<file path="config.mk">
export PLATFORM = sky130hd
export DESIGN_NAME = dscr_regs
export DESIGN_NICKNAME = d
export VERILOG_FILES = /design/src/dscr_pkg.sv /design/src/dscr_rst_seq.sv /design/src/dscr_regs.sv
export VERILOG_INCLUDE_DIRS = /design/src
export SDC_FILE = /design/constraint.sdc
export NUM_CORES = 1
export LEC_CHECK = 0
export BUFFER_PORTS_ARGS = -buffer_cell sky130_fd_sc_hd__buf_2
export CAP_MARGIN = 25
export CORE_AREA = 2 2 110 112
export DETAILED_ROUTE_END_ITERATION = 8
export DIE_AREA = 0 0 112 114
export GPL_ROUTABILITY_DRIVEN = 0
export HOLD_SLACK_MARGIN = 0.1
export PLACE_DENSITY_LB_ADDON = 0.08
export SLEW_MARGIN = 0
export SYNTH_ARGS = -nofsm -noshare
export SYNTH_HDL_FRONTEND = slang
export SYNTH_HIERARCHICAL = 1
export SYNTH_SLANG_ARGS = --single-unit
</file>
<file path="constraint.sdc">
create_clock -name i_clk -period 4.75 [get_ports i_clk]
set_input_delay 0.7125 -clock i_clk [delete_from_list [all_inputs] [get_ports i_clk]]
set_output_delay 0.7125 -clock i_clk [all_outputs]
set_load 0.01 [all_outputs]
</file>
<file path="src/dscr_params.svh">
// Purpose: offsets, field positions, reset values and timing figures of the clamp/status bank
// Assumes: 200 MHz system clock, byte-wide registers at their subaddresses
// Notes: included by the design modules dscr_rst_seq and dscr_regs, not by the package
// How it works
// [RL1] status_two bit0 shows colour striping present
// [RL2] status_two bit1 gives striping variant, 1=third
// [RL3] status_two bits2-3 show copy guard, bits4-5 nonstandard line length, subcarrier
// [RL4] status_three shows lock, free-run, field, burst
// [RL5] analog clamp bit4 switches current sources
// [RL6] host keeps analog clamp reserved bits default
// [RL7] fine_clamp_speed picks one, half, tenth second
// [RL8] speed 11 follows video-derived time constant
// [RL9] soft_reset_bit reloads defaults, self clears, 2 ms
// [RL10] status writes ignored, reads change nothing
// [RL11] host keeps digital clamp reserved bits default
`ifndef DSCR_PARAMS_SVH
`define DSCR_PARAMS_SVH

// subaddresses
`define DSCR_ADDR_POWER 8'h0f
`define DSCR_ADDR_STATUS_TWO 8'h12
`define DSCR_ADDR_STATUS_THREE 8'h13
`define DSCR_ADDR_ANALOG_CLAMP 8'h14
`define DSCR_ADDR_DIGITAL_CLAMP 8'h15

// field positions
`define DSCR_SOFT_RESET_BIT 7
`define DSCR_CURRENT_CLAMP_ON_BIT 4
`define DSCR_FINE_SPEED_LSB 5

// reset values
`define DSCR_ANALOG_CLAMP_RST 8'h12
`define DSCR_DIGITAL_CLAMP_RST 8'h00

// timing figures and derived cycle counts
`define DSCR_CLK_MHZ 200
`define DSCR_SOFT_RESET_US 2000
`define DSCR_SOFT_RESET_CYC (`DSCR_SOFT_RESET_US * `DSCR_CLK_MHZ)
`define DSCR_TC_SLOW_MS 1000
`define DSCR_TC_MEDIUM_MS 500
`define DSCR_TC_FAST_MS 100
`define DSCR_TC_SLOW_CYC (`DSCR_TC_SLOW_MS * `DSCR_CLK_MHZ * 1000)
`define DSCR_TC_MEDIUM_CYC (`DSCR_TC_MEDIUM_MS * `DSCR_CLK_MHZ * 1000)
`define DSCR_TC_FAST_CYC (`DSCR_TC_FAST_MS * `DSCR_CLK_MHZ * 1000)

`endif

</file>
<file path="src/dscr_pkg.sv">
// Purpose: types shared by the clamp/status register bank
// Assumes: byte-wide registers
// Notes: numbers live in dscr_params.svh
package dscr_pkg;

	// fine clamp time constant choices
	typedef enum logic [1:0] {
		DSCR_TC_SLOW = 2'b00,
		DSCR_TC_MEDIUM = 2'b01,
		DSCR_TC_FAST = 2'b10,
		DSCR_TC_ADAPT = 2'b11
	} dscr_speed_t;

	// live flags feeding status_two
	typedef struct packed {
		logic nonstd_subcarrier;
		logic nonstd_line_length;
		logic copy_guard_agc;
		logic copy_guard_pseudosync;
		logic stripe_type_three;
		logic stripe_detected;
	} dscr_status_two_t;

	// live flags feeding status_three
	typedef struct packed {
		logic swinging_burst;
		logic field_len_std;
		logic free_run;
		logic hlock_raw;
	} dscr_status_three_t;

	// register access request
	typedef struct packed {
		logic wr;
		logic rd;
		logic [7:0] addr;
		logic [7:0] wdata;
	} dscr_req_t;

endpackage : dscr_pkg

</file>
<file path="src/dscr_rst_seq.sv">
// Purpose: soft reset sequencer, holds busy for the reset duration
// Assumes: start is a one-cycle pulse
// Notes: duration is a parameter so simulation may shorten it
`timescale 1ns/10ps
`include "dscr_params.svh"
module dscr_rst_seq import dscr_pkg::*; #(
	parameter int unsigned CYCLES = `DSCR_SOFT_RESET_CYC
) (
	// clock and reset
	input wire logic i_clk,
	input wire logic i_nrst,
	// control
	input wire logic i_start,
	output logic o_busy_ff,
	output logic o_load_ff
);

	// the countdown needs at least two cycles of busy
	if (CYCLES < 2) begin : g_bad_cycles
		$error("dscr_rst_seq: CYCLES must be at least 2");
	end

	logic [31:0] cnt_ff;

	// countdown while busy, load pulse at start
	always_ff @(posedge i_clk or negedge i_nrst) begin
		if (!i_nrst) begin
			cnt_ff <= 32'h0000_0000;
			o_busy_ff <= 1'b0;
			o_load_ff <= 1'b0;
		end else begin
			o_load_ff <= i_start && !o_busy_ff; // [RL9]
			if (i_start && !o_busy_ff) begin
				cnt_ff <= 32'(CYCLES - 1);
				o_busy_ff <= 1'b1; // [RL9]
			end else if (o_busy_ff) begin
				if (cnt_ff == 32'h0000_0000) begin
					o_busy_ff <= 1'b0; // self clearing [RL9]
				end else begin
					cnt_ff <= cnt_ff - 32'h0000_0001;
				end
			end
		end
	end

endmodule : dscr_rst_seq

</file>
<file path="src/dscr_regs.sv">
// Purpose: status and clamp control registers of the video decoder
// Assumes: access port is the parallel side of the two-wire serial interface
// Notes: status flags come from decoder logic on the same clock
`timescale 1ns/10ps
`include "dscr_params.svh"
module dscr_regs import dscr_pkg::*; #(
	parameter int unsigned RESET_CYCLES = `DSCR_SOFT_RESET_CYC,
	parameter int unsigned TC_SLOW_CYCLES = `DSCR_TC_SLOW_CYC,
	parameter int unsigned TC_MEDIUM_CYCLES = `DSCR_TC_MEDIUM_CYC,
	parameter int unsigned TC_FAST_CYCLES = `DSCR_TC_FAST_CYC
) (
	// clock and reset
	input wire logic i_clk,
	input wire logic i_nrst,
	// register access
	input wire dscr_req_t i_req,
	output logic [7:0] o_rdata_ff,
	output logic o_ack_ff,
	// live decoder flags and video-derived period
	input wire dscr_status_two_t i_status_two,
	input wire dscr_status_three_t i_status_three,
	input wire logic [31:0] i_adapt_tc_cycles,
	// clamp controls and soft reset busy flag
	output logic o_current_clamp_on_ff,
	output dscr_speed_t o_fine_clamp_speed_ff,
	output logic o_fine_clamp_tick_ff,
	output logic o_soft_reset_busy_ff
);

	////////////////////////////////////////////////////////////////////////////////
	// parameter checks

	// the tick counter needs a period of two cycles or more
	if (TC_SLOW_CYCLES < 2) begin : g_bad_slow
		$error("dscr_regs: TC_SLOW_CYCLES must be at least 2");
	end
	if (TC_MEDIUM_CYCLES < 2) begin : g_bad_medium
		$error("dscr_regs: TC_MEDIUM_CYCLES must be at least 2");
	end
	if (TC_FAST_CYCLES < 2) begin : g_bad_fast
		$error("dscr_regs: TC_FAST_CYCLES must be at least 2");
	end
	// the sequencer needs a busy span of two cycles or more
	if (RESET_CYCLES < 2) begin : g_bad_reset
		$error("dscr_regs: RESET_CYCLES must be at least 2");
	end

	////////////////////////////////////////////////////////////////////////////////
	// soft reset

	logic soft_start;
	logic busy;
	logic load;

	// write of soft_reset_bit starts the sequence
	assign soft_start = i_req.wr && (i_req.addr == `DSCR_ADDR_POWER)
		&& i_req.wdata[`DSCR_SOFT_RESET_BIT]; // [RL9]

	dscr_rst_seq #(
		.CYCLES(RESET_CYCLES)
	) u_rst_seq (
		.i_clk(i_clk),
		.i_nrst(i_nrst),
		.i_start(soft_start),
		.o_busy_ff(busy),
		.o_load_ff(load)
	);

	// busy flag to the port, one cycle late
	always_ff @(posedge i_clk or negedge i_nrst) begin
		if (!i_nrst) begin
			o_soft_reset_busy_ff <= 1'b0;
		end else begin
			o_soft_reset_busy_ff <= busy;
		end
	end

	////////////////////////////////////////////////////////////////////////////////
	// writable registers

	logic [7:0] analog_clamp_control_ff;
	logic [7:0] digital_clamp_control_ff;
	logic wr_ok;

	// writes are dropped while the reset sequence runs
	assign wr_ok = i_req.wr && !busy;

	// analog clamp control, whole byte stored, host keeps reserved bits [RL6]
	always_ff @(posedge i_clk or negedge i_nrst) begin
		if (!i_nrst) begin
			analog_clamp_control_ff <= `DSCR_ANALOG_CLAMP_RST;
		end else if (load) begin
			analog_clamp_control_ff <= `DSCR_ANALOG_CLAMP_RST; // [RL9]
		end else if (wr_ok && i_req.addr == `DSCR_ADDR_ANALOG_CLAMP) begin
			analog_clamp_control_ff <= i_req.wdata;
		end
	end

	// digital clamp control, host keeps reserved bits [RL11]
	always_ff @(posedge i_clk or negedge i_nrst) begin
		if (!i_nrst) begin
			digital_clamp_control_ff <= `DSCR_DIGITAL_CLAMP_RST;
		end else if (load) begin
			digital_clamp_control_ff <= `DSCR_DIGITAL_CLAMP_RST; // [RL9]
		end else if (wr_ok && i_req.addr == `DSCR_ADDR_DIGITAL_CLAMP) begin
			digital_clamp_control_ff <= i_req.wdata;
		end
	end

	// current source gate to the front end
	always_ff @(posedge i_clk or negedge i_nrst) begin
		if (!i_nrst) begin
			o_current_clamp_on_ff <= 1'b0;
		end else begin
			o_current_clamp_on_ff <= analog_clamp_control_ff[`DSCR_CURRENT_CLAMP_ON_BIT]; // [RL5]
		end
	end

	// fine clamp speed to the front end
	always_ff @(posedge i_clk or negedge i_nrst) begin
		if (!i_nrst) begin
			o_fine_clamp_speed_ff <= DSCR_TC_SLOW;
		end else begin
			o_fine_clamp_speed_ff <= dscr_speed_t'(
				digital_clamp_control_ff[`DSCR_FINE_SPEED_LSB +: 2]); // [RL7]
		end
	end

	////////////////////////////////////////////////////////////////////////////////
	// fine clamp time constant tick

	logic [31:0] tc_period;
	logic [31:0] tc_cnt_ff;

	// period from the selected speed
	always_comb begin
		unique case (o_fine_clamp_speed_ff)
			DSCR_TC_SLOW: tc_period = 32'(TC_SLOW_CYCLES); // [RL7]
			DSCR_TC_MEDIUM: tc_period = 32'(TC_MEDIUM_CYCLES); // [RL7]
			DSCR_TC_FAST: tc_period = 32'(TC_FAST_CYCLES); // [RL7]
			DSCR_TC_ADAPT: begin
				// video-derived, never below two cycles
				if (i_adapt_tc_cycles < 32'h0000_0002) begin
					tc_period = 32'h0000_0002; // [RL8]
				end else begin
					tc_period = i_adapt_tc_cycles; // [RL8]
				end
			end
		endcase
	end

	// one pulse per time constant
	always_ff @(posedge i_clk or negedge i_nrst) begin
		if (!i_nrst) begin
			tc_cnt_ff <= 32'h0000_0000;
			o_fine_clamp_tick_ff <= 1'b0;
		end else if (tc_cnt_ff >= tc_period - 32'h0000_0001) begin
			tc_cnt_ff <= 32'h0000_0000;
			o_fine_clamp_tick_ff <= 1'b1;
		end else begin
			tc_cnt_ff <= tc_cnt_ff + 32'h0000_0001;
			o_fine_clamp_tick_ff <= 1'b0;
		end
	end

	////////////////////////////////////////////////////////////////////////////////
	// status capture, read only

	logic [7:0] status_two_ff;
	logic [7:0] status_three_ff;

	// status_two follows the decoder live, no write path reaches it
	always_ff @(posedge i_clk or negedge i_nrst) begin
		if (!i_nrst) begin
			status_two_ff <= 8'h00;
		end else begin
			status_two_ff <= {2'b00, i_status_two}; // [RL1] [RL2] [RL3] [RL10]
		end
	end

	// status_three follows the decoder live, unused bits read zero
	always_ff @(posedge i_clk or negedge i_nrst) begin
		if (!i_nrst) begin
			status_three_ff <= 8'h00;
		end else begin
			status_three_ff <= {i_status_three.swinging_burst,
				i_status_three.field_len_std,
				i_status_three.free_run,
				3'b000,
				i_status_three.hlock_raw,
				1'b0}; // [RL4] [RL10]
		end
	end

	////////////////////////////////////////////////////////////////////////////////
	// read data and acknowledge

	logic [7:0] nxt_rdata;

	// read mux, unmapped reads as zero
	always_comb begin
		unique case (i_req.addr)
			`DSCR_ADDR_POWER: nxt_rdata = {busy, 7'h00}; // [RL9]
			`DSCR_ADDR_STATUS_TWO: nxt_rdata = status_two_ff; // [RL10]
			`DSCR_ADDR_STATUS_THREE: nxt_rdata = status_three_ff; // [RL10]
			`DSCR_ADDR_ANALOG_CLAMP: nxt_rdata = analog_clamp_control_ff;
			`DSCR_ADDR_DIGITAL_CLAMP: nxt_rdata = digital_clamp_control_ff;
			default: nxt_rdata = 8'h00;
		endcase
	end

	// acknowledge one cycle after any access, refused writes too
	always_ff @(posedge i_clk or negedge i_nrst) begin
		if (!i_nrst) begin
			o_ack_ff <= 1'b0;
		end else begin
			o_ack_ff <= i_req.rd || i_req.wr;
		end
	end

	// read data, held until the next read
	always_ff @(posedge i_clk or negedge i_nrst) begin
		if (!i_nrst) begin
			o_rdata_ff <= 8'h00;
		end else if (i_req.rd) begin
			o_rdata_ff <= nxt_rdata; // [RL10]
		end
	end

endmodule : dscr_regs

</file>
==> run_results.csv <==
group,metric,value,unit
detailed_routing,vias,5809,
floorplanning,dieHeight,114,um
power,p_leak,0.00323,uW
worst_setup_path,critPathMaxFanout,33,
synth,yosysSeqAreaShare,39.8,%
cells_and_area,diodes,0,
floorplanning,die-area,12800,um2
cells_and_area,design_area,7650,um2
clock_network,post_cts_resized,0,
clock_network,numCtsBuffers,9,
detailed_routing,viasPerCell,6.17,
sta,finalCriticalPeriod,4.50,ns
worst_setup_path,worst-r2r-setup-slack,0.78,ns
synth,avgSynthCellArea,9.42,um2
synth,synth.area.mux_share,4.90,%
cells_and_area,drive_gt1_share,18.1,%
floorplanning,core_area,11700,um2
sta,drv_slew,0,
cells_and_area,nets,886,
synth,synth_warnings,6,
synth,synth_top_family_by_area,"simple AND/OR/NAND/NOR gates",
sta,max_freq,222,MHz
placement,place_area,7330,um2
cells_and_area,fin_util,65.3,%
grt,first_global_vias,5650,
sta,clock-skew-final,0.0100,ns
worst_setup_path,slowest_delay,0.53,ns
worst_setup_path,crit_path_cell_trace,"buf_2, or4_4, or4_4, nor3_1, nand3b_1, ha_1, nand2_1, nor3_1, a211o_1, nand3_1, ha_1, a41oi_1, o21ai_0, a211oi_1, buf_4, a211oi_4, buf_12, or2_2",
worst_hold_path,hp-class,"in -> async",
synth,syn_inst,707,
sta,rsz0062_at_grt,"no",
detailed_routing,drt_pre_antenna_iters,6,
clock_network,cts_hold_buffers,0,
worst_setup_path,startpoint_type,"primary input",
detailed_routing,drt_iter0_drc,531,
sta,hold_viol,0,
placement,hpwl,11500,um
power,powerDensity,228,nW/um2
synth,synth_area,6660,um2
worst_setup_path,cpMaxStageDelayCell,"or4_4",
floorplanning,num_rows,40,
clock_network,clk_latency,0.34,ns
synth,async_reset_ff_share,100,%
synth,synth_xor_xnor_area_share,6.18,%
grt,antenna_found_initial,0,
clock_network,cts.sinks,106,
detailed_routing,routed_wl,15800,um
grt,grt_usage,25.4,%
grt,grt_max_degree,77,
cells_and_area,layout_commonest_cell,"dfrtp_1",
synth,ys_ff_latch,106,
status,status,"complete, no violations",
grt,grt_overflow_total,0,
detailed_routing,ant_nets,0,
worst_setup_path,crit_arrival,4.73,ns
sta,setup_viol,0,
sta,worst_slew_margin_rel,47.1,%
floorplanning,ios,76,
power,vdd_ir_drop_max,0.000219,V
synth,yosys.area_share.simple,25.3,%
synth,synth_compound_area_share,13.9,%
worst_setup_path,path_class,"in -> reg",
clock_network,cts-root-buf,"clkbuf_16",
placement,numPortBuffers,75,
sta,post-route-period-util,94.7,%
clock_network,cts_setup_buffers,0,
clock_network,max-clock-path-buffers,2,
detailed_routing,post_drt_wl_per_cell,16.8,um
cells_and_area,mostFrequentLayoutCells,"dfrtp_1, buf_2, nor3_1, nor2_1, nand2_1",
worst_setup_path,worstPathRequired,4.98,ns
clock_network,htreeDepth,3,
synth,ys.flop_type,"dfrtp_1",
worst_setup_path,cp.buffers_inverters,3,
grt,grt_pass1_wl,26700,um
cells_and_area,fin_cells,941,
sta,tightest_slew,0.787,ns
synth,synth_fa_ha_area_share,6.57,%
floorplanning,die_x,112,um
worst_setup_path,cp-end-kind,"register",
worst_setup_path,cp_top_family,"simple AND/OR/NAND/NOR gates",
flow_run,cap_viol_max_count,0,
synth,synthesis.nets,804,
floorplanning,floorplan.initialDensity,56.9,%
synth,synth-edff-count,0,
placement,place_inst,924,
clock_network,path_clk_slew,0.07,ns
detailed_routing,drc_errors,0,
synth,synth_cell_types,72,
cells_and_area,area_growth,14.8,%
clock_network,cts_tree,"done",
==> flip-flops by register name, indices dropped and copies added (netlist names), 2 cells and up <==
register,flops
status_three_ff,4
o_rdata_ff,8
analog_clamp_control_ff,8
tc_cnt_ff,32
o_fine_clamp_speed_ff,2
status_two_ff,6
digital_clamp_control_ff,8
u_rst_seq/cnt_ff,32
==> area by class of cell <==
cell class / count / area (um2)
clock buffer: 13 / 250
clock inverter: 3 / 40.0
fill: 992 / 4060
inverter: 22 / 82.6
multi-input combinational: 545 / 3800
sequential: 106 / 2660
tap: 147 / 184
timing repair buffer: 105 / 636
==> worst paths after layout <==
path                                              from                          end  cells after the start
max in group asynchronous                       i_nrst   analog_clamp_control_ff[1]                      3
max                              i_adapt_tc_cycles[10]         o_fine_clamp_tick_ff                     18
min                                             i_nrst  digital_clamp_control_ff[0]                      1
min in group i_clk         digital_clamp_control_ff[5]     o_fine_clamp_speed_ff[0]                      0
min reg2reg                digital_clamp_control_ff[5]     o_fine_clamp_speed_ff[0]                      0
max reg2reg                   o_fine_clamp_speed_ff[1]                tc_cnt_ff[31]                     12
==> cells by family after synthesis <==
group | after synthesis
xor gates and xnor gates | 47
AOI/OAI and AO/OA | 126
muxes | 32
and+or+nand+nor | 305
DFF | 106
buffers and inverters | 56
adders and majority gates | 35
==> metal layers <==
layer	GRT usage [%]	vias up	share of wire, %
met2	43.6	141	49
li1	-	2837	-
met1	33.4	2807	45
met3	2.82	24	4.3
met5	0	-	0
met4	9.59	0	2.0
==> synthesized netlist by cell type, types with 7 or more instances <==
cell type / number / area [um2]
dfrtp_1: 104 / 2600
xnor2_1: 31 / 272
nor2_1: 56 / 210
inv_1: 22 / 82.6
clkbuf_1: 30 / 113
o21ai_0: 21 / 105
and3_1: 7 / 43.8
mux2i_1: 27 / 270
nor3b_1: 7 / 52.6
a22o_1: 7 / 61.3
nor3_1: 56 / 280
or3_1: 11 / 68.8
or2_2: 7 / 43.8
o22ai_1: 8 / 50.1
nor4_1: 32 / 200
or4_1: 11 / 82.6
nand2_1: 44 / 165
nand3_1: 23 / 115
xor2_1: 16 / 140
a21oi_1: 16 / 80.1
a22oi_1: 7 / 52.6
ha_1: 35 / 438
nand4_1: 12 / 75.1
==> metrics by stage <==
step                TNS [ns]  hold WS (ns)  setup slack, ns  total power [uW]
floorplan                  0         0.368           0.0361               956
global placement           0         0.390           0.0284              1020
detailed placement     -1.50         0.386          -0.0639              1030
CTS                        0         0.405            0.274              1750
global route               0         0.156           0.0462              1800
finish                     0         0.162            0.250              1740
==> where the power goes <==
part           internal [uW]  total [uW]  switching [uW]
Clock                    422         730             308
Combinational           38.8         100            61.4
Sequential               909         912            2.86
Total                   1370        1740             372
No activity file was read; power rests on OpenSTA's default activity.
